File: config.mk
export PLATFORM = sky130hd
export DESIGN_NAME = msm_source_map
export DESIGN_NICKNAME = d
export VERILOG_FILES = /design/src/design/msm_pkg.sv /design/src/design/msm_id_if.sv /design/src/design/msm_source_map.sv /design/src/design/msm_id_adder.sv /design/src/design/msm_group_check.sv
export SDC_FILE = /design/constraint.sdc
export NUM_CORES = 1
export LEC_CHECK = 0
export BUFFER_PORTS_ARGS = -buffer_cell sky130_fd_sc_hd__buf_2
export CORE_MARGIN = 2
export CORE_UTILIZATION = 47
export CTS_CLUSTER_SIZE = 24
export DETAILED_ROUTE_END_ITERATION = 7
export PLACE_DENSITY_LB_ADDON = 0.15
export SLEW_MARGIN = 20
export SYNTH_ARGS = -nofsm -noshare
export SYNTH_HDL_FRONTEND = slang
export SYNTH_HIERARCHICAL = 1
export SYNTH_SLANG_ARGS = --single-unit
File: constraint.sdc
create_clock -name clock -period 2.3 [get_ports clock]
set_input_delay 0.46 -clock clock [delete_from_list [all_inputs] [get_ports clock]]
set_output_delay 0.46 -clock clock [all_outputs]
set_load 0.02 [all_outputs]
File: src/design/msm_pkg.sv
// Purpose: shared constants and types for the interrupt source-id mapper
// Assumes: identifier widths and offsets are fixed at elaboration
// Notes:   offsets are hardware constants, never changed after reset
package msm_pkg;

  // Identifier widths
  localparam int unsigned MSM_RID_N     = 16;
  localparam int unsigned MSM_RID_IN_W  = 16;
  localparam int unsigned MSM_STREAM_W  = 32;
  localparam int unsigned MSM_SID_W     = 32;

  // Translator grouping
  localparam int unsigned MSM_XLT_N     = 4;
  localparam int unsigned MSM_GRP_W     = 2;
  localparam logic [7:0]  MSM_XLT_MAP   = 8'h54;

  // Linear offsets
  localparam logic [31:0] MSM_OFFSET_A  = 32'h0000_0000;
  localparam int unsigned MSM_CONST_B   = 0;
  localparam int unsigned MSM_CONST_C   = 1;

  // Reset values
  localparam logic        MSM_FLAG_RST  = 1'h0;

  typedef enum logic [2:0] {
    MSM_KIND_TRANSLATED = 3'h0,
    MSM_KIND_RC_XLAT    = 3'h1,
    MSM_KIND_RC_DIRECT  = 3'h2,
    MSM_KIND_ASSIGNED   = 3'h3,
    MSM_KIND_PE         = 3'h4,
    MSM_KIND_UNTRUSTED  = 3'h5
  } msm_kind_t;

  typedef enum logic [1:0] {
    MSM_BAD_IGNORE = 2'h0,
    MSM_BAD_ABORT  = 2'h1,
    MSM_BAD_POISON = 2'h2
  } msm_bad_mode_t;

endpackage : msm_pkg

File: src/design/msm_id_if.sv
// Purpose: carries one identifier through an offset adder
// Assumes: widths match the adder that serves it
// Notes:   wrap flags an overflow past the output width
`timescale 1ns/1ps
`default_nettype none
interface msm_id_if #(
  parameter int unsigned IN_W  = 16,
  parameter int unsigned OUT_W = 32
);
  logic [IN_W-1:0]  id_in;
  logic [OUT_W-1:0] id_out;
  logic             wrap;

  modport calc (input id_in, output id_out, output wrap);
  modport user (output id_in, input id_out, input wrap);
endinterface : msm_id_if
`default_nettype wire

File: src/design/msm_source_map.sv
// Purpose: attaches an interrupt source id to each interrupt write
// Assumes: one write per cycle, inputs synchronous to clock
// Notes:   one cycle of latency; ids derived by fixed linear offsets
`timescale 1ns/1ps
`default_nettype none
module msm_source_map
  import msm_pkg::*;
#(
  parameter int unsigned RID_N    = MSM_RID_N,
  parameter int unsigned RID_IN_W = MSM_RID_IN_W,
  parameter int unsigned STREAM_W = MSM_STREAM_W,
  parameter int unsigned SID_W    = MSM_SID_W,
  parameter int unsigned XLT_N    = MSM_XLT_N,
  parameter int unsigned GRP_W    = MSM_GRP_W,
  parameter logic [XLT_N*GRP_W-1:0] XLT_MAP = MSM_XLT_MAP,
  parameter logic [SID_W-1:0] OFFSET_A = MSM_OFFSET_A,
  parameter int unsigned CONST_B  = MSM_CONST_B,
  parameter int unsigned CONST_C  = MSM_CONST_C,
  parameter msm_bad_mode_t BAD_MODE = MSM_BAD_POISON
) (
  // Clock and reset
  input  wire logic                   clock,
  input  wire logic                   rst,
  // Incoming interrupt write
  input  wire logic                   req_valid,
  input  wire msm_kind_t              req_kind,
  input  wire logic [STREAM_W-1:0]    req_stream_id,
  input  wire logic [RID_IN_W-1:0]    req_requester_id,
  input  wire logic [GRP_W-1:0]       req_home_group,
  input  wire logic [$clog2(XLT_N)-1:0] req_target,
  // Outgoing interrupt to translator
  output logic                        out_valid_q,
  output logic [SID_W-1:0]            out_source_id_q,
  output logic [GRP_W-1:0]            out_group_q,
  output logic [$clog2(XLT_N)-1:0]    out_target_q,
  output logic                        out_poisoned_q,
  // Illegal write outcomes
  output logic                        out_abort_q,
  output logic                        out_write_ignored_q
);

  localparam int unsigned TGT_W = $clog2(XLT_N);
  // All-ones id is kept back so it aliases no legal source
  localparam logic [SID_W-1:0] POISON_ID = '1;
  localparam logic [STREAM_W-1:0] OFF_B =
    STREAM_W'(longint'(CONST_B) << RID_N);
  localparam logic [SID_W-1:0] OFF_C =
    SID_W'(longint'(CONST_C) << RID_N);

  // Elaboration checks
  if (RID_N < 1 || RID_N > RID_IN_W) begin : g_bad_n
    $error("msm_source_map: RID_N out of range");
  end
  if (STREAM_W <= RID_N || SID_W <= RID_N) begin : g_bad_sw
    $error("msm_source_map: id widths must exceed RID_N");
  end
  if (SID_W < STREAM_W) begin : g_bad_sid
    $error("msm_source_map: source id narrower than stream id");
  end
  if ((longint'(CONST_B) >> (STREAM_W - RID_N)) != 0) begin : g_bad_b
    $error("msm_source_map: CONST_B overflows stream id");
  end
  if ((longint'(CONST_C) >> (SID_W - RID_N)) != 0) begin : g_bad_c
    $error("msm_source_map: CONST_C overflows source id");
  end
  if (XLT_N < 2) begin : g_bad_x
    $error("msm_source_map: at least two translators required");
  end

  // Adder paths
  msm_id_if #(.IN_W(RID_N),    .OUT_W(STREAM_W)) rc_stream ();
  msm_id_if #(.IN_W(STREAM_W), .OUT_W(SID_W))    stream_sid ();
  msm_id_if #(.IN_W(RID_N),    .OUT_W(SID_W))    rc_sid ();

  logic [STREAM_W-1:0] stream_sel;
  logic                in_group;
  logic                kind_ok;
  logic                wrap;
  logic [SID_W-1:0]    sid_d;
  logic                legal;

  // Low N requester bits feed both root complex forms
  assign rc_stream.id_in = req_requester_id[RID_N-1:0];
  assign rc_sid.id_in    = req_requester_id[RID_N-1:0];
  assign stream_sid.id_in = stream_sel;

  msm_id_adder #(
    .IN_W   (RID_N),
    .OUT_W  (STREAM_W),
    .OFFSET (OFF_B)
  ) u_rc_stream (
    .ids (rc_stream)
  );

  msm_id_adder #(
    .IN_W   (STREAM_W),
    .OUT_W  (SID_W),
    .OFFSET (OFFSET_A)
  ) u_stream_sid (
    .ids (stream_sid)
  );

  msm_id_adder #(
    .IN_W   (RID_N),
    .OUT_W  (SID_W),
    .OFFSET (OFF_C)
  ) u_rc_sid (
    .ids (rc_sid)
  );

  msm_group_check #(
    .XLT_N (XLT_N),
    .GRP_W (GRP_W),
    .MAP   (XLT_MAP),
    .TGT_W (TGT_W)
  ) u_group (
    .target     (req_target),
    .home_group (req_home_group),
    .in_group   (in_group)
  );

  // Stream id reaches the adder untouched, except for MSM_KIND_RC_XLAT writes, which feed it rc_stream.id_out
  always_comb begin
    stream_sel = req_stream_id;
    if (req_kind == MSM_KIND_RC_XLAT) begin
      stream_sel = rc_stream.id_out;
    end
  end

  // Source id selection per requester kind
  always_comb begin
    sid_d   = stream_sid.id_out;
    wrap    = stream_sid.wrap;
    kind_ok = 1'h0;
    unique case (req_kind)
      MSM_KIND_TRANSLATED: begin
        kind_ok = 1'h1;
      end
      MSM_KIND_RC_XLAT: begin
        kind_ok = 1'h1;
        wrap    = stream_sid.wrap | rc_stream.wrap;
      end
      MSM_KIND_RC_DIRECT: begin
        kind_ok = 1'h1;
        sid_d   = rc_sid.id_out;
        wrap    = rc_sid.wrap;
      end
      MSM_KIND_ASSIGNED: begin
        kind_ok = 1'h1;
        sid_d   = SID_W'(req_stream_id);
        wrap    = 1'h0;
      end
      MSM_KIND_PE, MSM_KIND_UNTRUSTED: begin
        kind_ok = 1'h0;
      end
      default: begin
        kind_ok = 1'h0;
      end
    endcase
  end

  // A wrapped or reserved id would alias, so it counts as illegal
  assign legal = kind_ok && in_group && !wrap &&
                 (sid_d != POISON_ID);

  // Interrupt output
  always_ff @(posedge clock) begin
    if (rst) begin
      out_valid_q    <= MSM_FLAG_RST;
      out_poisoned_q <= MSM_FLAG_RST;
      out_source_id_q <= '0;
      out_group_q    <= '0;
      out_target_q   <= '0;
    end else begin
      out_valid_q    <= req_valid &&
                        (legal || BAD_MODE == MSM_BAD_POISON);
      out_poisoned_q <= req_valid && !legal &&
                        BAD_MODE == MSM_BAD_POISON;
      out_source_id_q <= legal ? sid_d : POISON_ID;
      out_group_q    <= req_home_group;
      out_target_q   <= req_target;
    end
  end

  // Refusals of illegal writes
  always_ff @(posedge clock) begin
    if (rst) begin
      out_abort_q         <= MSM_FLAG_RST;
      out_write_ignored_q <= MSM_FLAG_RST;
    end else begin
      out_abort_q <= req_valid && !legal &&
                     BAD_MODE == MSM_BAD_ABORT;
      out_write_ignored_q <= req_valid && !legal &&
                             BAD_MODE == MSM_BAD_IGNORE;
    end
  end
endmodule : msm_source_map
`default_nettype wire

File: src/design/msm_id_adder.sv
// Purpose: zero-extends an identifier and adds a fixed offset
// Assumes: OUT_W not below IN_W
// Notes:   carry out is reported, never folded back into the range
`timescale 1ns/1ps
`default_nettype none
module msm_id_adder #(
  parameter int unsigned    IN_W   = 16,
  parameter int unsigned    OUT_W  = 32,
  parameter logic [OUT_W-1:0] OFFSET = '0
) (
  // Identifier path
  msm_id_if.calc ids
);
  logic [OUT_W:0] sum;

  if (OUT_W < IN_W) begin : g_bad_w
    $error("msm_id_adder: output narrower than input");
  end

  // Extra carry bit keeps a wrap visible
  assign sum        = {1'h0, OUT_W'(ids.id_in)} + {1'h0, OFFSET};
  assign ids.id_out = sum[OUT_W-1:0];
  assign ids.wrap   = sum[OUT_W];

endmodule : msm_id_adder
`default_nettype wire

File: src/design/msm_group_check.sv
// Purpose: decides whether a target translator sits in the home group
// Assumes: translator-to-group map fixed at elaboration
// Notes:   targets beyond the map never match
`timescale 1ns/1ps
`default_nettype none
module msm_group_check #(
  parameter int unsigned              XLT_N = 4,
  parameter int unsigned              GRP_W = 2,
  parameter logic [XLT_N*GRP_W-1:0]   MAP   = '0,
  parameter int unsigned              TGT_W = 2
) (
  // Query
  input  wire logic [TGT_W-1:0] target,
  input  wire logic [GRP_W-1:0] home_group,
  // Answer
  output logic                  in_group
);
  logic [XLT_N-1:0] hit;

  for (genvar i = 0; i < XLT_N; i++) begin : g_xlt
    // Every translator of the group accepts alike
    assign hit[i] = (target == TGT_W'(i)) &&
                    (MAP[i*GRP_W +: GRP_W] == home_group);
  end

  assign in_group = |hit;

endmodule : msm_group_check
`default_nettype wire

==> insert_results.sql <==
INSERT INTO impl_metrics (metric_group, metric, value, unit) VALUES
('run_status', 'run_status', 'completed', ''),
('placement', 'dp.cells', '413', ''),
('worst_setup_path', 'worst_setup_path_end_kind', 'register', ''),
('placement', 'finalWeightedCongestion', '0.6887', ''),
('finish', 'seq_area', '760.7', 'µm²'),
('logic_synthesis', 'synthArstFlopShare', '0', '%'),
('clocking', 'postCtsResizedCells', '0', ''),
('logic_synthesis', 'yosys.area.top_type_share', '25.54', '%'),
('timing', 'period_needed', '1.931', 'ns'),
('clocking', 'clock_tree.buffer_depth', '2', ''),
('logic_synthesis', 'yosysSeqAreaShare', '24.89', '%'),
('timing', 'grt_setup_unrepaired', 'no', ''),
('routing', 'drcViolationCount', '0', ''),
('finish', 'area_delta_synth_final', '-0.1227', '%'),
('finish', 'final_layout_size_suffix_gt1_share', '51.74', '%'),
('global_route', 'first_pass_grt_wire_length', '9239', 'µm'),
('global_route', 'first_global_vias', '1945', ''),
('timing', 'setup-tns-final', '0', 'ns'),
('worst_hold_path', 'hold_path_class', 'primary input to register', ''),
('pwr', 'power.leakage', '1.393', 'nW'),
('clocking', 'postCtsSetupRepairBufs', '0', ''),
('floorplan', 'start_util', '48.41', '%'),
('timing', 'slew_headroom', '62.13', '%'),
('floorplan', 'pin_count', '98', ''),
('finish', 'final_instance_count_excl_fillers', '421', ''),
('logic_synthesis', 'synth_area_leaders', 'buf_4 26%, dfxtp_1 25%, mux2_2 23%', ''),
('run', 'timing.max_cap.violations', '0', ''),
('timing', 'worstMarginPinSlew', '0.5681', 'ns'),
('worst_setup_path', 'cp-start-kind', 'primary input', ''),
('logic_synthesis', 'synth_flop_cell', 'dfxtp_1', ''),
('global_route', 'gr-total-overflow', '0', ''),
('worst_setup_path', 'worst-endpoint-arrival', '2.12', 'ns'),
('routing', 'wl_met3', '350', 'µm'),
('routing', 'pre_repair_dr_iteration_count', '4', ''),
('logic_synthesis', 'netlist_instances', '317', ''),
('floorplan', 'floorplan.rows', '29', ''),
('pwr', 'pwr_cell_area', '528.1', 'nW/µm²'),
('finish', 'number_of_diodes', '0', ''),
('clocking', 'clkSlewWorstSetupHoldPaths', '0.07', 'ns'),
('timing', 'final.period_utilization', '83.97', '%'),
('logic_synthesis', 'post_synth_instance_area', '3057', 'µm²'),
('clocking', 'tritoncts', 'done', ''),
('routing', 'detailroute.wirelength.met2', '2698', 'µm'),
('routing', 'detail_route.iter0.violations', '38', ''),
('global_route', 'antenna_found_initial', '0', ''),
('floorplan', 'floorplan.die.height', '84.65', 'µm'),
('clocking', 'cts-hold-fix-buffers', '0', ''),
('finish', 'multi_input_logic_area', '1534', 'µm²'),
('logic_synthesis', 'synth_top_area_cell', 'buf_4', ''),
('placement', 'dp_hpwl', '4482', 'µm'),
('clocking', 'cts-buffers-inserted', '5', ''),
('placement', 'io_buffer_count', '95', ''),
('timing', 'timing.fmax', '517.8', 'MHz'),
('routing', 'drt_total_wl', '5810', 'µm'),
('clocking', 'ctsRootBufferMaster', 'clkbuf_8', ''),
('timing', 'hold_viol_final', '0', ''),
('finish', 'final_nets', '401', ''),
('logic_synthesis', 'synthesis.area_per_instance', '9.643', 'µm²'),
('routing', 'drt-met1-wl', '2721', 'µm'),
('worst_setup_path', 'critical_path_peak_fanout', '16', ''),
('routing', 'final_antenna_net_count', '0', ''),
('floorplan', 'placeableCoreArea', '6314', 'µm²'),
('routing', 'highest-signal-layer', 'met4', ''),
('logic_synthesis', 'yosys_warnings', '6', ''),
('timing', 'setup-violations-final', '0', ''),
('clocking', 'cts_max_level', '2', ''),
('finish', 'nFillCells', '616', ''),
('logic_synthesis', 'synth_edf_count', '0', ''),
('timing', 'final_max_slew_viols', '0', ''),
('routing', 'route.detailed.vias_per_inst', '4.703', ''),
('logic_synthesis', 'yosys_register_bits', '38', ''),
('global_route', 'grt_max_degree', '31', ''),
('floorplan', 'die_w', '84.65', 'µm'),
('worst_setup_path', 'crit_type', 'primary input to register', ''),
('clocking', 'cts_num_sinks', '38', ''),
('routing', 'wire_length_per_cell_after_detailed_routing', '13.80', 'µm'),
('global_route', 'global_route.usage.total', '16.00', '%'),
('routing', 'dr_total_vias', '1980', ''),
('pwr', 'power.ir.vdd_worst', '0.2769', 'mV'),
('worst_setup_path', 'cp.required', '2.49', 'ns'),
('logic_synthesis', 'yosys.cell_types.count', '23', ''),
('floorplan', 'die_outline_area', '7165', 'µm²');
[layer usage]
metal / vias up / GRT usage [%]
met3: 4 / 4.031
met5: - / 0
met2: 59 / 26.20
met1: 912 / 21.53
met4: 0 / 3.030
li1: 1005 / -
[cells in the final DEF, fill, tap and decap left out, drive strengths merged]
master  count
nor3b       1
clkinv      1
conb       37
dfxtp      38
nor2b       6
or3         1
a21oi      34
mux2i      32
buf       106
nor4b       1
clkbuf      7
nand2       1
nor4        8
nand4       2
nor2        2
mux2       64
o21ai       2
and2        1
[final cells by class]
cell class	instances	share of cell area, %
Multi-Input combinational cell	192	50.25
Sequential cell	38	24.92
Timing Repair Buffer	106	18.69
Tap cell	77	3.156
Clock buffer	7	2.828
Clock inverter	1	0.1639
[synth_stat cells (4+ instances only)]
cell / instances
buf_4: 104
conb_1: 5
nor4_1: 8
mux2i_1: 32
buf_2: 7
clkbuf_1: 4
nor2b_1: 5
dfxtp_1: 38
a21oi_1: 34
mux2_2: 62
[path summary, 6_finish.rpt]
kind	from	to	cells past startpoint	slack, ns
max	req_kind[2]	out_poisoned_q	9	0.37
min	req_home_group[1]	out_group_q[1]	2	0.39
[flip-flops by register name (all words and copies together) (netlist names)]
signal and flops:
out_source_id_q 32, out_group_q 2, out_target_q 2, out_poisoned_q 1, out_valid_q 1
[cells by family (layout without fill, tap and decap cells)]
logic type / count (synthesis) / count (layout) / share of synthesized area (%)
AO/OA/AOI/OAI: 36 / 36 / 5.894
flip-flops: 38 / 38 / 24.89
AND/OR/NAND/NOR: 23 / 23 / 5.321
multiplexers: 96 / 96 / 34.06
other: 5 / 37 / 0.6141
buffers and inverters: 119 / 114 / 29.23
[metrics by stage]
stage / utilization, % / setup slack, ns / total power [mW] / hold WS [ns] / cell area [µm²]
5_1_grt: 48.36 / 0.2080 / 1.699 / 0.4189 / 3053
6_report: 48.36 / 0.3686 / 1.612 / 0.3930 / 3053
3_3_place_gp: 46.91 / 0.07457 / 1.145 / 0.6983 / 2962
2_1_floorplan: - / 0.01537 / 1.152 / 0.5882 / 3208
3_5_place_dp: 46.91 / 0.03881 / 1.149 / 0.6937 / 2962
4_1_cts: 48.36 / 0.3476 / 1.624 / 0.3914 / 3053
[power by group]
part | total (mW) | leakage, nW | internal, mW | switching (mW)
Sequential | 0.709 | 0.320 | 0.699 | 0.0103
Clock | 0.480 | 0.0482 | 0.242 | 0.238
Combinational | 0.423 | 1.02 | 0.199 | 0.224
Total | 1.61 | 1.39 | 1.14 | 0.472
[worst max-delay path: stages]
cell and delay (ns):
buf_2 0.15, nor3b_4 0.21, buf_4 0.28, mux2_2 0.37, mux2i_1 0.20, nor4_1 0.10
nand4_1 0.11, o21ai_1 0.07, and2_1 0.16
Power figures use the tool's default switching activity.
